[config.mk]
export PLATFORM = sky130hd
export DESIGN_NAME = hub_config_power_loader
export DESIGN_NICKNAME = d
export VERILOG_FILES = /design/src/hub_cfg_pkg.sv /design/src/hub_config_power_loader.sv
export SDC_FILE = /design/constraint.sdc
export NUM_CORES = 1
export LEC_CHECK = 0
export BUFFER_PORTS_ARGS = -buffer_cell sky130_fd_sc_hd__buf_2
export CAP_MARGIN = 30
export CORE_MARGIN = 1
export CORE_UTILIZATION = 35
export DETAILED_ROUTE_END_ITERATION = 10
export SLEW_MARGIN = 20
export SYNTH_ARGS = -nofsm -noshare
export SYNTH_HDL_FRONTEND = slang
export SYNTH_SLANG_ARGS = --single-unit
export TNS_END_PERCENT = 1
[constraint.sdc]
create_clock -name pclk -period 2.5 [get_ports pclk]
set_input_delay 0.125 -clock pclk [delete_from_list [all_inputs] [get_ports pclk]]
set_output_delay 0.125 -clock pclk [all_outputs]
set_load 0.005 [all_outputs]
[src/hub_cfg_pkg.sv]
// Constants, types and register layout of the hub configuration and port power loader
// What this block does
// - Ganged mode: all port power outputs switch together; any overcurrent powers every port off.
// - Individual mode: each port power output and overcurrent input works for its own port.
// - Overcurrent is signalled by driving its input low; low means overcurrent.
// - Four power modes: bus or self powered, combined with ganged or individual switching.
// - Bus or self powered operation follows the static bus power select level.
// - Clock select and fast clock input low: reference is a 6 MHz crystal.
// - Clock select and crystal input high: 48 MHz oscillator on fast clock input.
// - Memory select high: default identity, memory clock off, data pin is ganged input.
// - Memory select low: shared pins become memory clock and data for custom identifiers.
// - Pulldowns on memory clock and data on only while the memory interface is enabled.
// - Image is three words: ganged flag in word 0 bit 14, vendor, product.
// - After power-on reset with memory select low, exactly one read sequence is made.
// - Read starts with start bit 1, opcode 10, then word address 00000.
// - After the address the device releases the data line and the memory drives it.
// - After three words, memory clock and data are released to the pulldowns.
// - Each port picks its driver slew rate from the attached device speed.
package hub_cfg_pkg;
  // Register offsets
  localparam logic [7:0] CTRL_OFFSET = 8'h00;
  localparam logic [7:0] STATUS_OFFSET = 8'h04;
  localparam logic [7:0] IDS_OFFSET = 8'h08;
  localparam logic [3:0] CTRL_RESET = 4'h0;
  // Identity shown without a memory; both values are arbitrary
  localparam logic [15:0] DEFAULT_VENDOR_ID = 16'h0F0F;
  localparam logic [15:0] DEFAULT_PRODUCT_ID = 16'h0001;
  // Timing
  localparam int SYS_CLK_PERIOD_NS = 40;
  localparam int EE_CLK_PERIOD_NS = 320;
  localparam int EE_HALF_CYCLES = (EE_CLK_PERIOD_NS / 2 + SYS_CLK_PERIOD_NS - 1) / SYS_CLK_PERIOD_NS;
  localparam logic [2:0] HALF_LAST = 3'(EE_HALF_CYCLES - 1);
  localparam logic [1:0] SETTLE_LAST = 2'h3;
  // Read command and image layout
  localparam logic [7:0] CMD_WORD = 8'hC0;
  localparam logic [5:0] CMD_BITS = 6'h08;
  localparam logic [5:0] DATA_LAST = 6'h2F;
  localparam int GANGED_POS = 2 * 16 + 14;

  typedef enum logic [1:0] {
    ST_WAIT = 2'b00,
    ST_CMD = 2'b01,
    ST_DATA = 2'b11,
    ST_DONE = 2'b10
  } load_state_type;

  typedef enum logic [1:0] {
    CLK_MODE_NONE = 2'b00,
    CLK_MODE_CRYSTAL = 2'b01,
    CLK_MODE_OSC = 2'b10
  } clk_mode_type;

  typedef struct packed {
    logic fast_clk;
    logic xtal_in;
    logic clk_sel;
    logic ext_mem;
    logic bus_power;
  } strap_type;

  typedef struct packed {
    logic [17:0] zero;
    clk_mode_type clk_mode;
    logic ee_enabled;
    logic bus_powered;
    logic ganged;
    logic load_done;
    logic [3:0] oc;
    logic [3:0] power;
  } status_type;

  typedef struct packed {
    logic [15:0] vendor;
    logic [15:0] product;
  } ids_type;
endpackage

[src/hub_config_power_loader.sv]
// Hub configuration loader, port power control and APB register slave
`timescale 1ns/100ps
`default_nettype none
module hub_config_power_loader (
  // APB
  input wire logic pclk,
  input wire logic presetn,
  input wire logic psel,
  input wire logic penable,
  input wire logic pwrite,
  input wire logic [7:0] paddr,
  input wire logic [31:0] pwdata,
  output logic [31:0] prdata,
  output logic pready,
  output logic pslverr,
  // Straps
  input wire logic bus_power_select,
  input wire logic external_memory_select,
  input wire logic clock_source_select,
  input wire logic fast_clock_input,
  input wire logic crystal_in,
  // Port power
  input wire logic [3:0] overcurrent_in,
  output logic [3:0] port_power_enable,
  // Port speed
  input wire logic [3:0] port_low_speed,
  output logic [3:0] port_slew_slow,
  // Serial memory
  output logic eeprom_serial_clock_out,
  output logic eeprom_serial_clock_oe,
  input wire logic eeprom_serial_io_in,
  output logic eeprom_serial_io_out,
  output logic eeprom_serial_io_oe,
  output logic eeprom_pulldown_enable
);
  import hub_cfg_pkg::*;

  localparam int LOAD_MAX = 470;

  logic [9:0] sync1_reg;
  logic [9:0] sync2_reg;
  logic [1:0] wait_reg;
  logic ext_strap_reg;
  load_state_type state_reg, state_next;
  logic [2:0] phase_reg;
  logic sclk_reg;
  logic [5:0] cnt_reg, cnt_next;
  logic [47:0] shift_reg, shift_next;
  logic io_out_reg, io_out_next;
  logic io_oe_reg, io_oe_next;
  logic clk_oe_reg, clk_oe_next;
  logic pulldown_reg;
  logic ganged_reg;
  ids_type ids_reg;
  logic [3:0] req_reg;
  logic [3:0] oc_flag_reg;
  logic [3:0] power_reg;
  logic [3:0] slew_reg;
  logic bus_pwr_reg;
  clk_mode_type clk_mode_reg;
  logic [31:0] prdata_reg;
  logic pready_reg;
  logic pslverr_reg;

  // Synchronised pins
  strap_type strap_sync;
  wire logic io_sync;
  wire logic [3:0] oc_active;
  assign strap_sync = strap_type'(sync2_reg[4:0]);
  assign io_sync = sync2_reg[5];
  assign oc_active = ~sync2_reg[9:6];

  // Serial clock timing
  wire logic running = (state_reg == ST_CMD) || (state_reg == ST_DATA);
  wire logic phase_end = phase_reg == HALF_LAST;
  wire logic rise = running && phase_end && !sclk_reg;
  wire logic fall = running && phase_end && sclk_reg;
  wire logic settled = wait_reg == SETTLE_LAST;
  wire logic done = state_reg == ST_DONE;
  wire logic [47:0] shift_in = {shift_reg[46:0], io_sync};
  wire logic load_end = (state_reg == ST_DATA) && fall && (cnt_reg == DATA_LAST);

  // Ganged choice: image bit after a load, the shared data pin when the memory is strapped off
  wire logic ganged_next = load_end ? shift_in[GANGED_POS] :
    (done && ext_strap_reg) ? io_sync : ganged_reg;
  wire logic any_oc = |oc_flag_reg;
  wire logic [3:0] power_gang = {4{req_reg[0] && !any_oc}};
  wire logic [3:0] power_indiv = req_reg & ~oc_flag_reg;
  // Ports stay off until the power mode is known
  wire logic [3:0] power_next = !done ? 4'h0 : ganged_reg ? power_gang : power_indiv;

  // Clock source decode
  wire clk_mode_type clk_mode_next = clk_mode_type'((strap_sync.clk_sel && strap_sync.xtal_in) ? CLK_MODE_OSC :
    (!strap_sync.clk_sel && !strap_sync.fast_clk) ? CLK_MODE_CRYSTAL : CLK_MODE_NONE);

  // APB decode
  wire logic access = psel && penable;
  wire logic take = access && pready_reg;
  wire logic hit_ctrl = paddr == CTRL_OFFSET;
  wire logic hit_status = paddr == STATUS_OFFSET;
  wire logic hit_ids = paddr == IDS_OFFSET;
  wire logic hit = hit_ctrl || hit_status || hit_ids;
  wire logic wr_ctrl = take && pwrite && hit_ctrl;
  wire logic wr_status = take && pwrite && hit_status;
  wire logic pready_next = access && !pready_reg;
  status_type status_word;
  status_type status_wdata;
  assign status_wdata = status_type'(pwdata);
  assign status_word = '{zero: 18'h00000, clk_mode: clk_mode_reg, ee_enabled: !ext_strap_reg,
    bus_powered: bus_pwr_reg, ganged: ganged_reg, load_done: done, oc: oc_flag_reg, power: power_reg};
  wire logic [31:0] rdata = hit_ctrl ? {28'h0000000, req_reg} :
    hit_status ? 32'(status_word) : hit_ids ? 32'(ids_reg) : 32'h00000000;
  // Hardware set wins over a software clear in the same cycle
  wire logic [3:0] oc_clear = wr_status ? status_wdata.oc : 4'h0;
  wire logic [3:0] oc_flag_next = (oc_flag_reg & ~oc_clear) | oc_active;

  // Loader sequence
  always_comb begin
    state_next = state_reg;
    cnt_next = cnt_reg;
    shift_next = shift_reg;
    io_out_next = io_out_reg;
    io_oe_next = io_oe_reg;
    clk_oe_next = clk_oe_reg;
    case (state_reg)
      ST_WAIT: begin
        if (settled) begin
          if (!strap_sync.ext_mem) begin
            state_next = ST_CMD;
            shift_next = {CMD_WORD, 40'h0000000000};
            io_out_next = CMD_WORD[7];
            io_oe_next = 1'b1;
            clk_oe_next = 1'b1;
            cnt_next = 6'h00;
          end else begin
            state_next = ST_DONE;
          end
        end
      end
      ST_CMD: begin
        if (rise) begin
          cnt_next = cnt_reg + 6'h01;
          shift_next = {shift_reg[46:0], 1'b0};
        end else if (fall) begin
          if (cnt_reg == CMD_BITS) begin
            // The dummy bit falls in this half period and is never sampled
            io_oe_next = 1'b0;
            state_next = ST_DATA;
            cnt_next = 6'h00;
          end else begin
            io_out_next = shift_reg[47];
          end
        end
      end
      ST_DATA: begin
        // Memory moves data on the rising edge, so sample at the falling one
        if (fall) begin
          shift_next = shift_in;
          cnt_next = cnt_reg + 6'h01;
          if (load_end) begin
            state_next = ST_DONE;
            clk_oe_next = 1'b0;
          end
        end
      end
      ST_DONE: begin
        io_oe_next = 1'b0;
        clk_oe_next = 1'b0;
      end
      default: begin
        state_next = ST_WAIT;
      end
    endcase
  end

  always_ff @(posedge pclk or negedge presetn) begin
    if (!presetn) begin
      sync1_reg <= 10'h3C0;
      sync2_reg <= 10'h3C0;
    end else begin
      sync1_reg <= {overcurrent_in, eeprom_serial_io_in, fast_clock_input, crystal_in,
        clock_source_select, external_memory_select, bus_power_select};
      sync2_reg <= sync1_reg;
    end
  end

  always_ff @(posedge pclk or negedge presetn) begin
    if (!presetn) begin
      wait_reg <= 2'h0;
      ext_strap_reg <= 1'b1;
    end else begin
      if (!settled) begin
        wait_reg <= wait_reg + 2'h1;
      end
      // Strap taken once after release, so one load per reset
      if (state_reg == ST_WAIT && settled) begin
        ext_strap_reg <= strap_sync.ext_mem;
      end
    end
  end

  always_ff @(posedge pclk or negedge presetn) begin
    if (!presetn) begin
      state_reg <= ST_WAIT;
      phase_reg <= 3'h0;
      sclk_reg <= 1'b0;
      cnt_reg <= 6'h00;
      shift_reg <= 48'h000000000000;
      io_out_reg <= 1'b0;
      io_oe_reg <= 1'b0;
      clk_oe_reg <= 1'b0;
    end else begin
      state_reg <= state_next;
      phase_reg <= (running && !phase_end) ? phase_reg + 3'h1 : 3'h0;
      sclk_reg <= running && (phase_end ? !sclk_reg : sclk_reg);
      cnt_reg <= cnt_next;
      shift_reg <= shift_next;
      io_out_reg <= io_out_next;
      io_oe_reg <= io_oe_next;
      clk_oe_reg <= clk_oe_next;
    end
  end

  always_ff @(posedge pclk or negedge presetn) begin
    if (!presetn) begin
      ids_reg <= '{vendor: DEFAULT_VENDOR_ID, product: DEFAULT_PRODUCT_ID};
      ganged_reg <= 1'b0;
      pulldown_reg <= 1'b0;
      bus_pwr_reg <= 1'b0;
      clk_mode_reg <= CLK_MODE_NONE;
      slew_reg <= 4'h0;
    end else begin
      if (load_end) begin
        ids_reg <= ids_type'(shift_in[31:0]);
      end
      ganged_reg <= ganged_next;
      pulldown_reg <= !ext_strap_reg;
      bus_pwr_reg <= strap_sync.bus_power;
      clk_mode_reg <= clk_mode_next;
      slew_reg <= port_low_speed;
    end
  end

  always_ff @(posedge pclk or negedge presetn) begin
    if (!presetn) begin
      req_reg <= CTRL_RESET;
      oc_flag_reg <= 4'h0;
      power_reg <= 4'h0;
      prdata_reg <= 32'h00000000;
      pready_reg <= 1'b0;
      pslverr_reg <= 1'b0;
    end else begin
      if (wr_ctrl) begin
        req_reg <= pwdata[3:0];
      end
      oc_flag_reg <= oc_flag_next;
      power_reg <= power_next;
      pready_reg <= pready_next;
      prdata_reg <= pready_next ? rdata : 32'h00000000;
      pslverr_reg <= pready_next && !hit;
    end
  end

  assign prdata = prdata_reg;
  assign pready = pready_reg;
  assign pslverr = pslverr_reg;
  assign port_power_enable = power_reg;
  assign port_slew_slow = slew_reg;
  assign eeprom_serial_clock_out = sclk_reg;
  assign eeprom_serial_clock_oe = clk_oe_reg;
  assign eeprom_serial_io_out = io_out_reg;
  assign eeprom_serial_io_oe = io_oe_reg;
  assign eeprom_pulldown_enable = pulldown_reg;
endmodule
`default_nettype wire

Yosys cells after proc, flatten, opt, wreduce, memory -nomap -nowiden. Cells that the tools add are included.

Register bits: 173. Input port bits: 59. Output and inout bits: 47. Word-level logic and storage cells: 144.

$add $sub $neg: 3. Equality and inequality tests: 20. Multiplexer cells: 46. Bitwise operators: 6. Reduce and logical (&&, ||, !) cells: 44.

Operators with widths (count): 48-bit two-way mux (4); 48-bit case mux with 3 select lines (1); 32-bit two-way mux (4); 6-bit two-way mux (6); 1-bit logical AND (19); 6-bit case mux with 3 select lines (1); 6-bit AND reduction (3); 2-bit two-way mux (8); 2-bit inequality test (second input constant) (8); 1-bit two-way mux (14); 4-bit two-way mux (3); 4-bit NOT (3); 5-bit AND reduction (2); 3-bit nonzero test (3); 4-bit AND (2); 8-bit by 3-bit == test with 1-bit output (second input constant) (1); 8-bit by 4-bit == test with 1-bit output (second input constant) (1); 1-bit zero test (8); 8-bit zero test (1); 7-bit AND reduction (1); 6-bit by 1-bit adder with 6-bit output (second input constant) (1); 2-bit == test (second input constant) (3); 6-bit by 4-bit == test with 1-bit output (second input constant) (1); 6-bit == test (second input constant) (1); other kinds (16) (20).

Depth between registers and ports, before layout.
Word-level depth: 9. Depth in mapped cells: 9. Mapped depth without buffers: 6.

Least setup slack after synthesis. No wires, ideal clock.

Path type: register -> register. From: register phase_reg[0]. To: register shift_reg[46]. Library setup time: 128 ps. Arrival: 1802 ps. Required time: 2372 ps. Setup slack: 570 ps. Stages on the path, launching flop included: 9. Buffers on the path: 2. Clock period less this slack: 1930 ps. Cell sequence: dfrtp_1 > ha_1 > ha_1 > buf_6 > nor2b_1 > and2_1 > o21ai_2 > buf_6 > mux2_1.

Longest elaborated chain between the ends: 5. Elaborated cells between the ends (all ways): 7. Classes of those cells: eq/ne: 3; reduce/logical: 4.

Ends and longest elaborated chain: from (decl) (line hub_config_power_loader.sv:45) `logic [2:0] phase_reg;`; from (signal assigned) (line hub_config_power_loader.sv:214) `phase_reg <= (running && !phase_end) ? phase_reg + 3'h1 : 3'h0;`; 3-bit by 2-bit == test with 1-bit output * (line hub_config_power_loader.sv:75) `wire logic phase_end = phase_reg == HALF_LAST;`; 1-bit logical AND * (line hub_config_power_loader.sv:76, hub_config_power_loader.sv:77); 1-bit logical AND, on equally long branches (line hub_config_power_loader.sv:76, hub_config_power_loader.sv:77); 2-bit inequality test (no source line); 5-bit AND reduction (no source line) *; to (signal assigned) (line hub_config_power_loader.sv:217) `shift_reg <= shift_next;`; to (decl) (line hub_config_power_loader.sv:48) `logic [47:0] shift_reg, shift_next;`.

Mark *: on every way between the ends. The rest lies on a longest branch, timed or not. A chain may end at the register's enable or synchronous reset.

Final worst setup path.
From: register phase_reg[0]. To: register shift_reg[21].

The elaborated chain is that of the path after synthesis.

==> impl_metrics.toml <==
[clock_network]
cts_buffers = 17
cts.clk_slew.worst_paths_ns = 0.07
clock_sink_count = 173
clockBufferDepth = 2
root_buffer = "clkbuf_16"
clkLatencyLatePin_ns = 0.43
ctsHtreeMaxLevel = 4
cts_resized = 0
cts_tree = "done"

[finish]
regArea_sq_um = 4352
multi_input_comb_area_sq_um = 2345
fin_nets = 738
n_fill_cell = 1811
layout_commonest_cell = "dfrtp_1"
layout-drive-gt1-share_pct = 25.22
antenna_cells = 0
final_cell_mix = "dfrtp_1, buf_2, inv_1, nand2_1, mux2i_1"
synthToLayoutAreaGrowth_pct = 20.72
largest_reg_flops = 48

[floorplan]
core_area_sq_um = 19720
io_pins = 106
core.rowCount = 51
dieArea_sq_um = 20930
start_util_pct = 36.14
die_w_um = 144.7
die_y_um = 144.7

[min_path]
hold_class = "in2reg"
hold_depth = 4

[timing]
setup_tns_ns = 0
min_period_over_period_pct = 85.66
report.final.slew_viol_count = 0
grt_setup_unrepaired = "no"
tightest_slew_ns = 0.6319
post-route-min-period_ns = 2.142
hold_violations = 0
clock.fmax_ghz = 0.4670
finalSetupViolations = 0
max_slew_margin_pct = 57.87
fin_skew_ns = 0.01148
final.setup.worst_slack_ns = 0.3585

[placed_design]
place.gp.congestion = 0.8338
io_buffer_count = 81
place_hpwl_mm = 8.664
post-place-ws_ns = 0.3583

[pwr]
leakagePower_nw = 4.248
power-per-cell-area_nw_per_um2 = 900.2
ir_drop_uv = 593.0

[yosys]
async_flop_share_pct = 100.0
synth_seq_area_share_pct = 61.07
syn-num-nets = 636
ys_seq_elements = 173
postSynthCellCount = 567
ys_warn_count = 0
synth_edf_count = 0
ys_types = 55
avgSynthCellArea_sq_um = 12.57
ys.flop_type = "dfrtp_1"
netlist_area_sq_um = 7126

[drt]
finalWirelength_mm = 13.01
drtIter0Drc = 329
ant_nets = 0
drc_errors = 0
drtPass1Iterations = 6
wl_per_cell_um = 13.73
via_count = 4348
via_per_inst = 4.591

[setup_path]
critPathRequiredTime_ns = 2.83
worst-path-max-fanout = 38
crit_chain = "ha_1 -> ha_1 -> nor2b_1 -> and2_1 -> o21ai_4 -> buf_12 -> mux2i_1"
cp_top_family = "adder cells"
slowest_delay_ns = 0.38
worst-r2r-cell-count = 7
worst-path-stages = 7
crit_top_cell = "ha_1"
cp_num_buf_inv = 1
crit_arrival_ns = 2.47
worst_setup_path_start_kind = "register"
endpoint_kind = "register"
cpMaxStageDelayCell = "dfrtp_1"
crit_type = "reg2reg"

[job]
max_cap_violations = 0

[global_route]
grt_overflow = 0
grt_start_max_net_pins = 69
grt_util_all_layers_pct = 13.68
grt_antenna_before_repair = 0
grt_pass1_wl_mm = 21.82
grt_pass1_vias = 4463

[run_status]
outcome = "finished, final reports clean"
[cells in the mapped netlist, types with 2 or more instances]
master | number | share of area [%]
and4b_1 | 2 | 0.28
ha_1 | 10 | 1.8
o2bb2ai_1 | 2 | 0.25
mux2_1 | 17 | 2.7
a21bo_1 | 2 | 0.28
buf_6 | 8 | 1.3
buf_2 | 8 | 0.56
inv_1 | 60 | 3.2
a21oi_1 | 11 | 0.77
nand4_1 | 3 | 0.26
clkbuf_1 | 6 | 0.32
o211ai_1 | 4 | 0.42
mux2_2 | 2 | 0.32
nor2b_1 | 7 | 0.61
o21ai_0 | 8 | 0.56
dfrtp_1 | 155 | 54
a22oi_1 | 10 | 1.1
nor3_1 | 4 | 0.28
nand2_1 | 57 | 3.0
and2_1 | 3 | 0.26
mux2i_1 | 47 | 6.6
buf_4 | 8 | 0.84
xnor2_1 | 2 | 0.25
nor2_1 | 25 | 1.3
nand3_1 | 3 | 0.21
a2111oi_0 | 4 | 0.49
mux2_4 | 20 | 4.2
o32a_1 | 3 | 0.42
dfstp_2 | 18 | 6.6
nand2b_1 | 11 | 0.97
and3_1 | 22 | 1.9
a311oi_1 | 2 | 0.25
[metal layers]
metal	vias up	part of all wire (%)	global-route usage [%]
li1	2093	-	-
met1	2148	47	17.80
met2	88	47	21.20
met3	19	5.1	4.146
met4	0	1.5	5.651
met5	-	0	0
[tightest hold or removal path: stages]
cell and delay (ns):
buf_2 0.10, inv_1 0.04, o21ai_0 0.08, nand2_1 0.07
[where the power goes]
part / leakage [nW] / switching (W) / internal [W]
clock network: 0.301 / 0.00110 / 0.00161
registers: 2.25 / 0.000151 / 0.00301
logic: 1.70 / 0.00110 / 0.000770
total: 4.25 / 0.00235 / 0.00540
[path summary, 6_finish.rpt]
kind | from | to | slack, ns
hold reg to reg | sync1_reg[4] | sync2_reg[4] | 0.35
max in group asynchronous | presetn | ext_strap_reg | 1.41
hold / removal | pwdata[7] | oc_flag_reg[3] | 0.02
min in group asynchronous | presetn | prdata[21] | 0.26
setup / recovery | phase_reg[0] | shift_reg[21] | 0.36
setup reg to reg | phase_reg[0] | shift_reg[21] | 0.36
[cell families after synthesis]
logic type	share of synthesized area [%]
AOI/OAI and AO/OA	6.269
adders and majority gates	1.756
muxes	13.82
xor gates and xnor gates	0.2459
and+or+nand+nor	10.69
DFF	61.07
buffers and inverters	6.146
[timing repair]
action	in CTS	in global routing
setup buffers	0	0
hold buffers	21	0
hold endpoints to repair	77	0
[metrics by stage]
step / util, % / cell area (sq um) / cells / hold WS (ns) / power [W]
final: 43.63 / 8602 / 947 / 0.01832 / 0.007743
after global routing: 43.63 / 8602 / 947 / 0.02301 / 0.008149
after CTS: 43.63 / 8602 / 947 / 0.004938 / 0.007843
after detailed placement: 39.48 / 7785 / 894 / 0.1605 / 0.005069
after global placement: 39.48 / 7785 / 894 / 0.1532 / 0.004999
after floorplan: - / 7126 / 567 / -0.1706 / 0.004667
[layout make-up]
class                      count  share of cell area (%)
tap                          265                   3.855
clock inverter                12                   1.862
multi-input combinational    304                   27.26
clock buffer                  20                   5.193
inverter                      60                   2.618
timing repair buffer         113                   8.625
sequential                   173                   50.59
Note: power is estimated with default switching activity, not from simulation.
